### src/fcct_consts.svh
`ifndef FCCT_CONSTS_SVH
`define FCCT_CONSTS_SVH
// control word field positions
`define FCCT_BIT_CTRL 0
`define FCCT_BIT_SWRST 1
`define FCCT_BIT_TCF 2
`define FCCT_BIT_TRIG 3
`define FCCT_BIT_EDGE 4
`define FCCT_BIT_PRESC 5
`define FCCT_BIT_MODE 6
`define FCCT_BIT_IE 7
// reset values
`define FCCT_CTRL_RST 8'h00
`define FCCT_VEC_RST 8'h00
// prescaler terminal counts (factor minus one)
`define FCCT_PRESC16_LAST 8'h0F
`define FCCT_PRESC256_LAST 8'hFF
// trigger-to-start delay in system clocks
`define FCCT_START_DLY 2'h2
`endif

### src/fcct_pkg.sv
package fcct_pkg;
	typedef enum logic [1:0] {
		FCCT_IDLE,
		FCCT_WAIT_TRIG,
		FCCT_ARMING,
		FCCT_RUN
	} fcct_state_e;
	typedef logic [7:0] fcct_byte_t;
endpackage : fcct_pkg

### src/fcct_channel.sv
`timescale 1ns/10ps
`include "fcct_consts.svh"

module fcct_channel (
	input wire logic i_clk,
	input wire logic i_rst,
	input wire logic i_wr,
	input wire logic [7:0] i_data,
	input wire logic i_trig,
	input wire logic i_glob_run,
	output logic o_zero,
	output logic o_irq,
	output logic [7:0] o_count
);
	// ***************************************************************
	// control and reload storage
	// ***************************************************************
	fcct_pkg::fcct_byte_t ctrl;
	fcct_pkg::fcct_byte_t reload_value;
	fcct_pkg::fcct_state_e state;
	logic tc_pending;
	logic tc_valid;
	logic trig_q;
	logic trig_seen;
	logic [7:0] down;
	logic [7:0] presc;
	logic [1:0] arm_cnt;

	wire is_tc_write = i_wr & tc_pending;
	wire is_ctrl_write = i_wr & ~tc_pending & i_data[`FCCT_BIT_CTRL];
	wire sw_reset = is_ctrl_write & i_data[`FCCT_BIT_SWRST];
	wire counter_mode = ctrl[`FCCT_BIT_MODE];
	wire rise_sel = ctrl[`FCCT_BIT_EDGE];
	// edge chosen by bit 4 in both modes
	wire trig_edge = rise_sel ? (i_trig & ~trig_q) : (~i_trig & trig_q);
	// trigger edge is latched and counted on the next clock edge
	wire [7:0] presc_last = ctrl[`FCCT_BIT_PRESC] ? `FCCT_PRESC256_LAST
		: `FCCT_PRESC16_LAST;
	wire presc_tick = (presc == presc_last) & ~counter_mode;
	wire dec_evt = (state == fcct_pkg::FCCT_RUN) & i_glob_run
		& (counter_mode ? trig_seen : presc_tick);
	wire hit_zero = dec_evt & (down == 8'h01);
	wire next_trig_seen = trig_edge & counter_mode;

	// ***************************************************************
	// write decode
	// ***************************************************************
	always_ff @(posedge i_clk or posedge i_rst) begin
		if (i_rst) begin
			ctrl <= `FCCT_CTRL_RST;
			reload_value <= 8'h00;
			tc_pending <= 1'b0;
			tc_valid <= 1'b0;
		end else if (is_tc_write) begin
			reload_value <= i_data;
			tc_pending <= 1'b0;
			tc_valid <= 1'b1;
		end else if (is_ctrl_write) begin
			// software reset bit itself is not stored
			ctrl <= i_data & ~(8'h01 << `FCCT_BIT_SWRST);
			tc_pending <= i_data[`FCCT_BIT_TCF];
		end
	end

	// ***************************************************************
	// run sequencing
	// ***************************************************************
	always_ff @(posedge i_clk or posedge i_rst) begin
		if (i_rst) begin
			state <= fcct_pkg::FCCT_IDLE;
			trig_q <= 1'b0;
			trig_seen <= 1'b0;
			arm_cnt <= 2'h0;
		end else begin
			trig_q <= i_trig;
			trig_seen <= next_trig_seen;
			unique case (state)
				fcct_pkg::FCCT_IDLE: begin
					// timer start armed by write when not in reset-only control word
					if (is_tc_write || (is_ctrl_write && !sw_reset && tc_valid
						&& !i_data[`FCCT_BIT_TCF])) begin
						if (!i_data[`FCCT_BIT_MODE] && is_ctrl_write
							&& i_data[`FCCT_BIT_TRIG])
							state <= fcct_pkg::FCCT_WAIT_TRIG;
						else if (is_tc_write && !counter_mode && ctrl[`FCCT_BIT_TRIG])
							state <= fcct_pkg::FCCT_WAIT_TRIG;
						else
							state <= fcct_pkg::FCCT_RUN;
					end
				end
				fcct_pkg::FCCT_WAIT_TRIG: begin
					if (sw_reset)
						state <= fcct_pkg::FCCT_IDLE;
					else if (trig_edge) begin
						state <= fcct_pkg::FCCT_ARMING;
						arm_cnt <= `FCCT_START_DLY - 2'h1;
					end
				end
				fcct_pkg::FCCT_ARMING: begin
					if (sw_reset)
						state <= fcct_pkg::FCCT_IDLE;
					else if (arm_cnt == 2'h0)
						state <= fcct_pkg::FCCT_RUN;
					else
						arm_cnt <= arm_cnt - 2'h1;
				end
				fcct_pkg::FCCT_RUN: begin
					if (sw_reset)
						state <= fcct_pkg::FCCT_IDLE;
				end
			endcase
		end
	end

	// ***************************************************************
	// prescaler and down-counter
	// ***************************************************************
	wire starting = (state != fcct_pkg::FCCT_RUN);
	// a reload written on the starting edge must be the first count loaded
	wire [7:0] load_value = is_tc_write ? i_data : reload_value;
	always_ff @(posedge i_clk or posedge i_rst) begin
		if (i_rst) begin
			down <= 8'h00;
			presc <= 8'h00;
			o_zero <= 1'b0;
			o_irq <= 1'b0;
		end else begin
			o_zero <= hit_zero;
			// enable applies only to zero counts after it is set
			o_irq <= hit_zero & ctrl[`FCCT_BIT_IE];
			if (starting) begin
				presc <= 8'h00;
				down <= load_value;
			end else begin
				presc <= presc_tick ? 8'h00 : presc + 8'h01;
				// reload picks up a new value only at zero
				if (hit_zero)
					down <= reload_value;
				else if (dec_evt)
					down <= down - 8'h01;
			end
		end
	end

	assign o_count = down;
endmodule : fcct_channel

### src/fcct_top.sv
`timescale 1ns/10ps
`include "fcct_consts.svh"

module fcct_top (
	input wire logic i_clk,
	input wire logic i_rst,
	input wire logic i_chip_en_n,
	input wire logic i_ioreq_n,
	input wire logic i_rd_n,
	input wire logic i_m1_n,
	input wire logic i_channel_sel_lo,
	input wire logic i_channel_sel_hi,
	input wire logic [7:0] i_data,
	input wire logic i_int_ack,
	input wire logic [3:0] i_ext_clock_trigger,
	output logic [7:0] o_data,
	output logic o_data_oe,
	output logic [2:0] o_zero_count_pulse,
	output logic o_int_n,
	output logic o_int_oe
);
	// ***************************************************************
	// access decode
	// ***************************************************************
	wire [1:0] sel = {i_channel_sel_hi, i_channel_sel_lo};
	wire access = ~i_chip_en_n & ~i_ioreq_n & i_m1_n;
	wire wr_cyc = access & i_rd_n;
	wire rd_cyc = access & ~i_rd_n;
	logic wr_q;
	// one write strobe per cycle, taken on its first clock
	wire wr_stb = wr_cyc & ~wr_q;
	wire [3:0] ch_wr;
	wire [3:0] zero_pulse;
	wire [3:0] irq_evt;
	wire [7:0] count [4];
	logic [7:0] vector;
	logic [3:0] irq_pend;

	// vector write goes to vector register whatever channel is selected
	genvar g;
	generate
		for (g = 0; g < 4; g++) begin : g_ch
			assign ch_wr[g] = wr_stb & (sel == 2'(g));
			fcct_channel u_ch (
				.i_clk(i_clk),
				.i_rst(i_rst),
				.i_wr(ch_wr[g]),
				.i_data(i_data),
				.i_trig(i_ext_clock_trigger[g]),
				.i_glob_run(1'b1),
				.o_zero(zero_pulse[g]),
				.o_irq(irq_evt[g]),
				.o_count(count[g])
			);
		end
	endgenerate

	// ***************************************************************
	// vector and interrupt request
	// ***************************************************************
	// a vector byte is one with bit 0 clear that is not a reload value;
	// expect_tc mirrors each channel's reload-pending flag, so both it and the low bit are checked here
	logic [3:0] expect_tc;
	always_ff @(posedge i_clk or posedge i_rst) begin
		if (i_rst)
			expect_tc <= 4'h0;
		else if (wr_stb) begin
			if (expect_tc[sel])
				expect_tc[sel] <= 1'b0;
			else if (i_data[`FCCT_BIT_CTRL])
				expect_tc[sel] <= i_data[`FCCT_BIT_TCF];
		end
	end
	wire vec_wr = wr_stb & ~expect_tc[sel] & ~i_data[`FCCT_BIT_CTRL];

	// lowest channel number is highest priority
	wire [1:0] top_chan = irq_pend[0] ? 2'h0 : irq_pend[1] ? 2'h1
		: irq_pend[2] ? 2'h2 : 2'h3;
	wire [3:0] ack_clr = i_int_ack ? (4'h1 << top_chan) : 4'h0;

	always_ff @(posedge i_clk or posedge i_rst) begin
		if (i_rst) begin
			vector <= `FCCT_VEC_RST;
			irq_pend <= 4'h0;
			wr_q <= 1'b0;
			o_data <= 8'h00;
			o_data_oe <= 1'b0;
			o_zero_count_pulse <= 3'h0;
			o_int_n <= 1'b1;
			o_int_oe <= 1'b0;
		end else begin
			wr_q <= wr_cyc;
			if (vec_wr)
				vector <= i_data;
			// a new event wins over the acknowledge clear
			irq_pend <= (irq_pend & ~ack_clr) | irq_evt;
			o_zero_count_pulse <= zero_pulse[2:0];
			o_int_n <= ~(|irq_pend);
			o_int_oe <= |irq_pend;
			o_data_oe <= rd_cyc | i_int_ack;
			if (i_int_ack)
				o_data <= {vector[7:3], top_chan, 1'b0};
			else
				o_data <= count[sel];
		end
	end
endmodule : fcct_top

### config.mk
export PLATFORM = sky130hd
export DESIGN_NAME = fcct_top
export DESIGN_NICKNAME = d
export VERILOG_FILES = /design/src/fcct_pkg.sv /design/src/fcct_channel.sv /design/src/fcct_top.sv
export VERILOG_INCLUDE_DIRS = /design/src /design/src/src
export SDC_FILE = /design/constraint.sdc
export NUM_CORES = 1
export LEC_CHECK = 0
export CAP_MARGIN = 20
export CORE_MARGIN = 3
export CORE_UTILIZATION = 40
export CTS_CLUSTER_SIZE = 16
export DETAILED_ROUTE_END_ITERATION = 16
export DONT_BUFFER_PORTS = 1
export GPL_TIMING_DRIVEN = 0
export MAX_ROUTING_LAYER = met4
export PLACE_DENSITY = 0.56
export RECOVER_POWER = 100
export SLEW_MARGIN = 20
export SYNTH_ARGS = -nofsm -noshare
export SYNTH_HDL_FRONTEND = slang
export SYNTH_SLANG_ARGS = --single-unit
### constraint.sdc
create_clock -name i_clk -period 15.29 [get_ports i_clk]
set_input_delay 3.058 -clock i_clk [delete_from_list [all_inputs] [get_ports i_clk]]
set_output_delay 3.058 -clock i_clk [all_outputs]
set_load 0.03 [all_outputs]
==> results of run 1 <==
## metrics by stage
step	hold slack, ns	cells	util [%]	instance area, um^2	total power (W)
after floorplan	0.331	888	-	9360	0.00107
after global placement	0.334	1201	42.7	9750	0.00121
after detailed placement	0.336	1202	42.8	9780	0.00121
after CTS	0.351	1233	45.3	10300	0.00165
after global routing	0.366	1233	45.2	10300	0.00176
final	0.348	1233	45.2	10300	0.00163
## synthesized netlist by cell type, drive strengths merged (11+ instances only)
library cell	instances
nor3b	12
xnor2	16
inv	41
nand2	91
clkbuf	18
nand2b	16
a31oi	21
o211ai	11
and2	11
nor3	15
nand3	26
mux2i	13
a21oi	17
dfrtp	182
xor2	12
o21ai	37
nand3b	12
nor2	81
and3	15
ha	32
mux2	59
## flip-flops by register name (all words and copies together) (netlist names), 5 cells and up
register and flops:
g_ch.u_ch.state 8, g_ch.u_ch.arm_cnt 8, g_ch.u_ch.ctrl 20, vector 5, o_data 8, g_ch.u_ch.o_count 32
g_ch.u_ch.presc 32, g_ch.u_ch.reload_value 32
## power by group
group          switching [W]  internal, W  leakage [nW]
Combinational       0.000308     0.000235          1.96
Sequential          0.000100     0.000562          2.43
Clock               0.000193     0.000237         0.274
## worst paths after layout
kind / start / end
max: i_rst / g_ch[2].u_ch.ctrl[5]$_DFFE_PP0P_
min: g_ch[1].u_ch.o_zero$_DFF_PP0_ / o_zero_count_pulse[1]$_DFF_PP0_
max reg2reg: g_ch[1].u_ch.o_count[0]$_DFFE_PP0P_ / g_ch[1].u_ch.o_count[2]$_DFFE_PP0P_
min reg2reg: g_ch[1].u_ch.o_zero$_DFF_PP0_ / o_zero_count_pulse[1]$_DFF_PP0_
max in group i_clk: i_ioreq_n / g_ch[3].u_ch.ctrl[4]$_DFFE_PP0P_
min in group asynchronous: i_rst / g_ch[0].u_ch.presc[6]$_DFF_PP0_
## final cells by class
| class | count | area (um^2) |
|---|---|---|
| Inverter | 42 | 159 |
| Clock buffer | 20 | 467 |
| Tap cell | 313 | 392 |
| Multi-Input combinational cell | 639 | 4500 |
| Buffer | 24 | 101 |
| Sequential cell | 183 | 4580 |
| Clock inverter | 11 | 98.8 |
| Fill cell | 2203 | 12500 |
| Timing Repair Buffer | 1 | 27.5 |
## metal layers
metal | up-vias | wire length, um | track usage, %
li1 | 3245 | - | -
met1 | 3356 | 10800 | 26.5
met2 | 119 | 10400 | 29.1
met3 | 27 | 941 | 3.75
met4 | 0 | 517 | 6.33
met5 | - | 0 | -
## logic make-up (layout without fill, tap and decap cells)
group                      after synthesis  count (layout)  share of synthesized area, %
DFF                                    183             183                          49.0
AOI/OAI and AO/OA                      170             170                          12.6
adders and majority gates               32              32                          4.28
xor gates and xnor gates                28              28                          2.62
muxes                                   81              81                          10.7
and+or+nand+nor                        328             328                          18.1
buffers and inverters                   66              98                          2.79
==> flow_metrics.tcl, run 1 <==
set metrics [dict create \
    status "finished with violations" \
    failed_checks "capacitance limit, slew limit" \
    clock-root-buffer "sky130_fd_sc_hd__clkbuf_16" \
    hold_depth 0 \
    yosysUniqueCellTypes 75 \
    pre_cts_ws_ns 10.15 \
    layout_setup_ws_ns 9.83 \
    coreArea_mm2 0.0228 \
    cts-resized-gates 0 \
    cts-htree-levels 4 \
    ctsHoldBuffers 0 \
    clk_latency_ns 0.43 \
    layout.cells.most_common "sky130_fd_sc_hd__dfrtp_1" \
    via_count 6747 \
    dp_hpwl_um 15700 \
    fmax_mhz 183 \
    grt_pass1_vias 6782 \
    library_cell_occupying_the_most_area_in_the_post_synthesis_netlist "sky130_fd_sc_hd__dfrtp_1" \
    relSlewSlack_pct -167 \
    rsz0062_at_grt "no" \
    timing.final.max_slew_violations 88 \
    post_synth_main_area_contributors "sky130_fd_sc_hd__dfrtp_1, sky130_fd_sc_hd__mux2_2, sky130_fd_sc_hd__ha_1" \
    drc_markers 0 \
    antenna_found_initial 1 \
    synth.ff_latch_count 183 \
    ff2ff_path_depth 6 \
    die_w_um 159 \
    async_flop_share_pct 100 \
    crit_path_dat_ns 5.32 \
    total_die_area_mm2 0.0253 \
    setup.worst_path.end_class "async pin" \
    regToRegSetupSlack_ns 12.89 \
    clock_skew_ns 0.00857 \
    critical_path.slowest_cell "sky130_fd_sc_hd__clkinvlp_2" \
    crit_path_max_incr_delay_ns 2.20 \
    die_y_um 159 \
    setup.worst_path.start_class "input port" \
    worstSetupPathType "input port to async pin" \
    globalRouteTotalUtil_pct 19.3 \
    commonest_cells_after_routing_fill_and_taps_aside "sky130_fd_sc_hd__dfrtp_1, sky130_fd_sc_hd__nand2_1, sky130_fd_sc_hd__nor2_1" \
    detail-route-antenna-nets 0 \
    grt_start_max_net_pins 97 \
    clock_path_buffers 2 \
    finish.net_count 961 \
    avgViaCountPerCell 5.47 \
    drt_first_pass_iters 6 \
    cp_max_fanout 88 \
    hold_viol 0 \
    ios 35 \
    cp.depth 1 \
    tns_ns 0 \
    synth_sequential_area_ratio_pct 49.0 \
    drt_wl_total_um 22700 \
    synth.cell_area_mm2 0.00936 \
    timing.critical_path.buf_inv 1 \
    max_cap_violation_count 1 \
    cts_sinks 183 \
    cellLeakagePower_nw 4.67 \
    initial_core_utilization_pct 41.0 \
    synth.net_count 941 \
    hold_class "flop to flop" \
    drt-initial-drc-count 456 \
    synth_largest_type_area_fraction_pct 48.7 \
    max_slew.worst_pin.slew_ns 3.98 \
    timing.final.crit_share_pct 35.7 \
    postSynthCellCount 888 \
    synth-main-ff-cell "sky130_fd_sc_hd__dfrtp_1" \
    syn-mean-instance-area_um2 10.5 \
    overflow 0 \
    grt_first_pass_wirelength_um 37700 \
    postCtsSetupRepairBufs 0 \
    num_antenna_cells 0 \
    cts.reportedPaths.clkPinSlew_ns 0.07 \
    globalplace.congestion 0.828 \
    critical_path.cell_chain "clkinvlp_2" \
    drive_gt1_share_pct 10.7 \
    setup_violations 0 \
    synth-edff-count 0 \
    clock_tree_from_tritoncts "yes" \
    cpLargestDelayFamily "buffers and inverters" \
    finalCriticalPeriod_ns 5.46 \
    pwr_density_cell_mw_per_mm2 158 \
    drt_wl_cell_um 18.4 \
    syn_to_final_growth_pct 10.3 \
    port_buffers 0 \
    required_ns 15.15 \
    row_count 55 \
    cts-buffers-inserted 17 \
    power.ir.vdd_worst_v 0.0000589 \
    synth.yosys.warnings 0 \
]
(Power assumes the default switching activity.)
==> run 2, diff against run 1 <==
==> constraint.sdc (replaced) <==
create_clock -name i_clk -period 5.2 [get_ports i_clk]
set_input_delay 1.04 -clock i_clk [delete_from_list [all_inputs] [get_ports i_clk]]
set_output_delay 1.04 -clock i_clk [all_outputs]
set_load 0.03 [all_outputs]
==> run 2 against run 1 <==
Against the previous run: the run still ends with capacitance limit, slew limit left; worst setup slack lost 7.8 ns; utilization rose by 0.50 points; sequential cell count is the same; sequential power grew to 2.9 times the previous value; routed wire length increased by 0.34%; worst hold slack improved by 0.0027 ns; combinational power rose to 2.9 times the previous value; global-route usage is 0.41 points lower; via count up 1.4%; clock skew is 0.0043 ns higher; clock power rose to 3.3 times the previous value; largest cell class unchanged; highest routed layer unchanged.
==> flow_metrics.tcl, run 2 (synthesis gave the netlist of run 1 again) <==
set metrics [dict create \
    regToRegStartpoint "wr_q$_DFF_PP0_" \
    layout.cells.most_common "sky130_fd_sc_hd__dfrtp_1" \
    postCtsSetupRepairBufs 0 \
    timing.final.crit_share_pct 60.8 \
    final_design_utilization_pct 45.7 \
    cts.reportedPaths.clkPinSlew_ns 0.07 \
    drive_gt1_share_pct 10.8 \
    die_y_um 159 \
    globalplace.congestion 0.828 \
    drt_wl_cell_um 18.3 \
    crit_path_max_incr_delay_ns 0.84 \
    overflow 0 \
    relSlewSlack_pct -15.1 \
    setup.worst_path.start_class "input port" \
    design_area_mm2 0.0104 \
    avgViaCountPerCell 5.52 \
    drc_markers 0 \
    die_w_um 159 \
    num_antenna_cells 0 \
    regToRegSetupSlack_ns 2.76 \
    clock-root-buffer "sky130_fd_sc_hd__clkbuf_16" \
    ctsHoldBuffers 0 \
    cts-htree-levels 4 \
    detailed_place.area_mm2 0.00988 \
    critical_path.cell_chain "nor3b_1 -> clkbuf_1 -> nand3_1 -> nor3b_1 -> mux2_2" \
    setup.worst_path.end_class "flop" \
    coreArea_mm2 0.0228 \
    worstSetupPathType "input port to flop" \
    ios 35 \
    failed_checks "capacitance limit, slew limit" \
    grt_pass1_vias 6794 \
    timing.rr.end "g_ch[3].u_ch.ctrl[7]$_DFFE_PP0P_" \
    finish.net_count 966 \
    hold_viol 0 \
    port_buffers 0 \
    detail-route-antenna-nets 0 \
    setup_violations 0 \
    antenna_found_initial 2 \
    power.ir.vdd_worst_v 0.000190 \
    max_cap_violation_count 1 \
    timing.final.max_slew_violations 32 \
    required_ns 5.52 \
    commonest_cells_after_routing_fill_and_taps_aside "sky130_fd_sc_hd__dfrtp_1, sky130_fd_sc_hd__nand2_1, sky130_fd_sc_hd__nor2_1" \
    clock_skew_ns 0.0128 \
    initial_core_utilization_pct 41.0 \
    cp_max_fanout 10 \
    critPathMostFrequentCell "sky130_fd_sc_hd__nor3b_1" \
    pwr_density_cell_mw_per_mm2 472 \
    tns_ns 0 \
    final-seq-area_mm2 0.00458 \
    grt_start_max_net_pins 34 \
    hold_depth 0 \
    ff2ff_path_depth 4 \
    status "finished with violations" \
    cts-buffers-inserted 17 \
    finalCriticalPeriod_ns 3.16 \
    timing.hold.worst.start "g_ch[0].u_ch.o_zero$_DFF_PP0_" \
    fill_cells 2223 \
    max_slew.worst_pin.slew_ns 1.73 \
    clk_latency_ns 0.44 \
    drt_wl_total_um 22700 \
    rsz0062_at_grt "no" \
    crit_path_dat_ns 3.48 \
    hold_class "flop to flop" \
    grt_first_pass_wirelength_um 37200 \
    cts-resized-gates 0 \
    clock_tree_from_tritoncts "yes" \
    cellLeakagePower_nw 4.72 \
    cts_sinks 183 \
    row_count 55 \
    clock_path_buffers 2 \
    min_delay_worst_endpoint "o_zero_count_pulse[0]$_DFF_PP0_" \
    fmax_mhz 316 \
    via_count 6839 \
    globalRouteTotalUtil_pct 18.9 \
    critical_path.slowest_cell "sky130_fd_sc_hd__nor3b_1" \
    syn_to_final_growth_pct 11.5 \
    drt-initial-drc-count 392 \
    total_die_area_mm2 0.0253 \
    multiInputGateArea_mm2 0.00450 \
    drt_first_pass_iters 5 \
    dp_hpwl_um 16100 \
]
## run 2: changes by cell type in the layout (fill, tap and decap cells not counted), sizes merged
| cell | delta |
|---|---|
| clkbuf | +2 |
| clkinv | +1 |
| bufinv | +3 |
| clkinvlp | -1 |
| buf | +1 |
## run 2: worst max path at each step
stage                         start                          endpoint  slack, ns
after floorplan               i_rst          expect_tc[0]$_DFFE_PP0P_       1.81
after global placement        i_rst   g_ch[1].u_ch.presc[4]$_DFF_PP0_       0.67
after detailed placement  i_ioreq_n  g_ch[3].u_ch.ctrl[7]$_DFFE_PP0P_       2.02
after CTS                 i_ioreq_n  g_ch[3].u_ch.ctrl[7]$_DFFE_PP0P_       2.47
after global routing      i_ioreq_n  g_ch[3].u_ch.ctrl[7]$_DFFE_PP0P_       1.84
final                     i_ioreq_n  g_ch[3].u_ch.ctrl[7]$_DFFE_PP0P_       2.04
## run 2: report_power, final
| group | internal [W] | leakage (nW) | switching (W) |
|---|---|---|---|
| clock network | 0.000822 | 0.307 | 0.000584 |
| logic | 0.000692 | 1.98 | 0.000884 |
| registers | 0.00165 | 2.43 | 0.000294 |
| total | 0.00317 | 4.72 | 0.00176 |
## run 2: worst max-delay path: cells and delay by family
| family | cells | cell delay [ns] |
|---|---|---|
| buffers and inverters | 1 | 0.42 |
| muxes | 1 | 0.41 |
| and+or+nand+nor | 3 | 1.60 |
## run 2: per-stage QoR
step | hold slack, ns | power, W | std cells | setup WS [ns]
after floorplan | 0.331 | 0.00315 | 888 | 1.81
after global placement | 0.332 | 0.00353 | 1201 | 0.675
after detailed placement | 0.336 | 0.00356 | 1207 | 2.02
after CTS | 0.352 | 0.00498 | 1239 | 2.47
after global routing | 0.360 | 0.00527 | 1239 | 1.84
final | 0.351 | 0.00493 | 1239 | 2.04
## run 2: routing by layer
layer / share of wire (%) / vias to the layer above / routed length (um) / GRT usage, %
met4: 1.9 / 0 / 438 / 5.61
met1: 47 / 3407 / 10700 / 25.3
met3: 4.3 / 28 / 975 / 3.54
met2: 47 / 135 / 10600 / 29.6
met5: 0 / - / 0 / -
li1: - / 3269 / - / -
## run 2: final cells by class
class | instances | area share [%]
sequential | 183 | 43.9
buffer | 24 | 0.959
timing repair buffer | 6 | 0.683
clock buffer | 18 | 4.21
clock inverter | 14 | 1.89
inverter | 42 | 1.52
multi-input combinational | 639 | 43.1
tap | 313 | 3.75
==> run 3, diff against run 2 <==
--- a/config.mk
+++ b/config.mk
@@ -14,7 +14,7 @@
 export DONT_BUFFER_PORTS = 1
 export GPL_TIMING_DRIVEN = 0
 export MAX_ROUTING_LAYER = met4
-export PLACE_DENSITY = 0.56
+export PLACE_DENSITY = 0.58
 export RECOVER_POWER = 100
 export SLEW_MARGIN = 20
 export SYNTH_ARGS = -nofsm -noshare
==> constraint.sdc (replaced) <==
create_clock -name i_clk -period 2.7 [get_ports i_clk]
set_input_delay 0.54 -clock i_clk [delete_from_list [all_inputs] [get_ports i_clk]]
set_output_delay 0.54 -clock i_clk [all_outputs]
set_load 0.03 [all_outputs]
==> run 3 against run 2 <==
Against the previous run: the run still ends with capacitance limit, slew limit left; clock skew is 0.0047 ns lower; utilization hardly changed; non-clock buffer count stayed put; cell count hardly changed; via count is 0.25% higher; worst hold slack worse by 0.23 ns; routed wire length is 1.7% lower; critical path depth is 1 higher; clock power is 91% higher; design area hardly changed; largest cell class unchanged.
==> flow_metrics.tcl, run 3 (synthesis gave the netlist of run 1 again) <==
set metrics [dict create \
    relSlewSlack_pct -18.8 \
    drive_gt1_share_pct 10.7 \
    setup_violations 0 \
    finalCriticalPeriod_ns 2.49 \
    port_buffers 0 \
    timing.final.crit_share_pct 92.2 \
    clock_tree_from_tritoncts "yes" \
    final_design_utilization_pct 45.7 \
    cts-buffers-inserted 17 \
    ctsHoldBuffers 0 \
    globalplace.congestion 0.838 \
    drt_wl_cell_um 18.0 \
    ios 35 \
    status "finished with violations" \
    detail-route-antenna-nets 0 \
    clock_path_buffers 2 \
    layout_setup_ws_ns 0.211 \
    initial_core_utilization_pct 41.0 \
    grt_first_pass_wirelength_um 36900 \
    grt_start_max_net_pins 33 \
    startpoint "g_ch[1].u_ch.o_count[0]$_DFFE_PP0P_" \
    grt_pass1_vias 6744 \
    drt_wl_total_um 22300 \
    fmax_mhz 402 \
    via_count 6856 \
    hold_viol 0 \
    num_antenna_cells 0 \
    required_ns 3.00 \
    total_power_consumption_w 0.00949 \
    setup.worst_path.start_class "flop" \
    globalRouteTotalUtil_pct 18.8 \
    clock_skew_ns 0.00811 \
    power.ir.vdd_worst_v 0.000374 \
    cts_sinks 183 \
    clock-root-buffer "sky130_fd_sc_hd__clkbuf_16" \
    finalHoldWorstSlack_ns 0.122 \
    dp_hpwl_um 15900 \
    ff2ff_path_depth 6 \
    antenna_found_initial 1 \
    overflow 0 \
    max_slew.worst_pin.slew_ns 1.78 \
    cts.reportedPaths.clkPinSlew_ns 0.07 \
    drc_markers 0 \
    cellLeakagePower_nw 4.73 \
    avgViaCountPerCell 5.54 \
    die_y_um 159 \
    pwr_density_cell_mw_per_mm2 909 \
    die_w_um 159 \
    coreArea_mm2 0.0228 \
    syn_to_final_growth_pct 11.6 \
    pre_cts_ws_ns 0.181 \
    max_cap_violation_count 2 \
    commonest_cells_after_routing_fill_and_taps_aside "sky130_fd_sc_hd__dfrtp_1, sky130_fd_sc_hd__nand2_1, sky130_fd_sc_hd__nor2_1" \
    postCtsSetupRepairBufs 0 \
    cts-resized-gates 0 \
    worstSetupPathType "flop to flop" \
    timing.rr.end "g_ch[1].u_ch.o_count[2]$_DFFE_PP0P_" \
    row_count 55 \
    failed_checks "capacitance limit, slew limit" \
    drt_first_pass_iters 5 \
    placedCellCount 1207 \
    total_die_area_mm2 0.0253 \
    rsz0062_at_grt "no" \
    finish.net_count 966 \
    crit_path_dat_ns 2.79 \
    hold_class "input port to async pin" \
    timing.final.max_slew_violations 55 \
    setup.worst_path.end_class "flop" \
    clk_latency_ns 0.44 \
    regToRegStartpoint "g_ch[1].u_ch.o_count[0]$_DFFE_PP0P_" \
    cts-htree-levels 4 \
    layout.cells.most_common "sky130_fd_sc_hd__dfrtp_1" \
    cp_max_fanout 7 \
    instances_no_fill 1238 \
    drt-initial-drc-count 369 \
    regToRegSetupSlack_ns 0.21 \
]
run 3: cell types whose count changed in the layout (fill, tap and decap cells not counted), sizes merged:
cell | before | now
clkinvlp | 3 | 5
clkinv | 7 | 4
clkbuf | 42 | 38
dlymetal6s4s | 0 | 1
buf | 6 | 8
inv | 42 | 43
run 3: layout make-up:
| class | instances | area, um^2 |
|---|---|---|
| plain buffers | 24 | 103 |
| clock buffers | 17 | 425 |
| clock inverters | 14 | 199 |
| fillers | 2216 | 12400 |
| inverters | 42 | 159 |
| multi-input cells | 639 | 4500 |
| flip-flops and latches | 183 | 4580 |
| well taps | 313 | 392 |
| repair buffers | 6 | 87.6 |
run 3: per-layer routing:
metal / vias up / track usage [%] / share of wire, %
met5: - / - / 0
met4: 0 / 5.57 / 2.1
met3: 33 / 4.58 / 4.8
met2: 151 / 28.9 / 46
met1: 3415 / 25.0 / 47
li1: 3257 / - / -
run 3: critical path, stage by stage (launching register included):
cell and delay [ns]:
sky130_fd_sc_hd__dfrtp_1 0.52, sky130_fd_sc_hd__ha_1 0.25, sky130_fd_sc_hd__nor4b_2 0.54, sky130_fd_sc_hd__nand2_1 0.30
sky130_fd_sc_hd__and3_1 0.27, sky130_fd_sc_hd__o311ai_0 0.33, sky130_fd_sc_hd__o211ai_1 0.14
run 3: how the worst max path moves through the flow:
stage | endpoint | slack (ns)
2_1_floorplan | expect_tc[0]$_DFFE_PP0P_ | -0.19
3_3_place_gp | g_ch[1].u_ch.o_zero$_DFF_PP0_ | -1.31
3_5_place_dp | g_ch[0].u_ch.state[1]$_DFFE_PP0P_ | 0.18
4_1_cts | g_ch[1].u_ch.o_count[2]$_DFFE_PP0P_ | 0.27
5_1_grt | g_ch[1].u_ch.o_count[2]$_DFFE_PP0P_ | 0.04
6_report | g_ch[1].u_ch.o_count[2]$_DFFE_PP0P_ | 0.21
run 3: through the flow:
step | area [um^2] | setup TNS, ns
2_1_floorplan | 9360 | -34.53
3_3_place_gp | 9750 | -235.81
3_5_place_dp | 9880 | 0
4_1_cts | 10500 | 0
5_1_grt | 10400 | 0
6_report | 10400 | 0
run 3: where the power goes:
group	switching, W	internal [W]
Clock	0.00114	0.00155
Combinational	0.00171	0.00134
Sequential	0.000558	0.00318
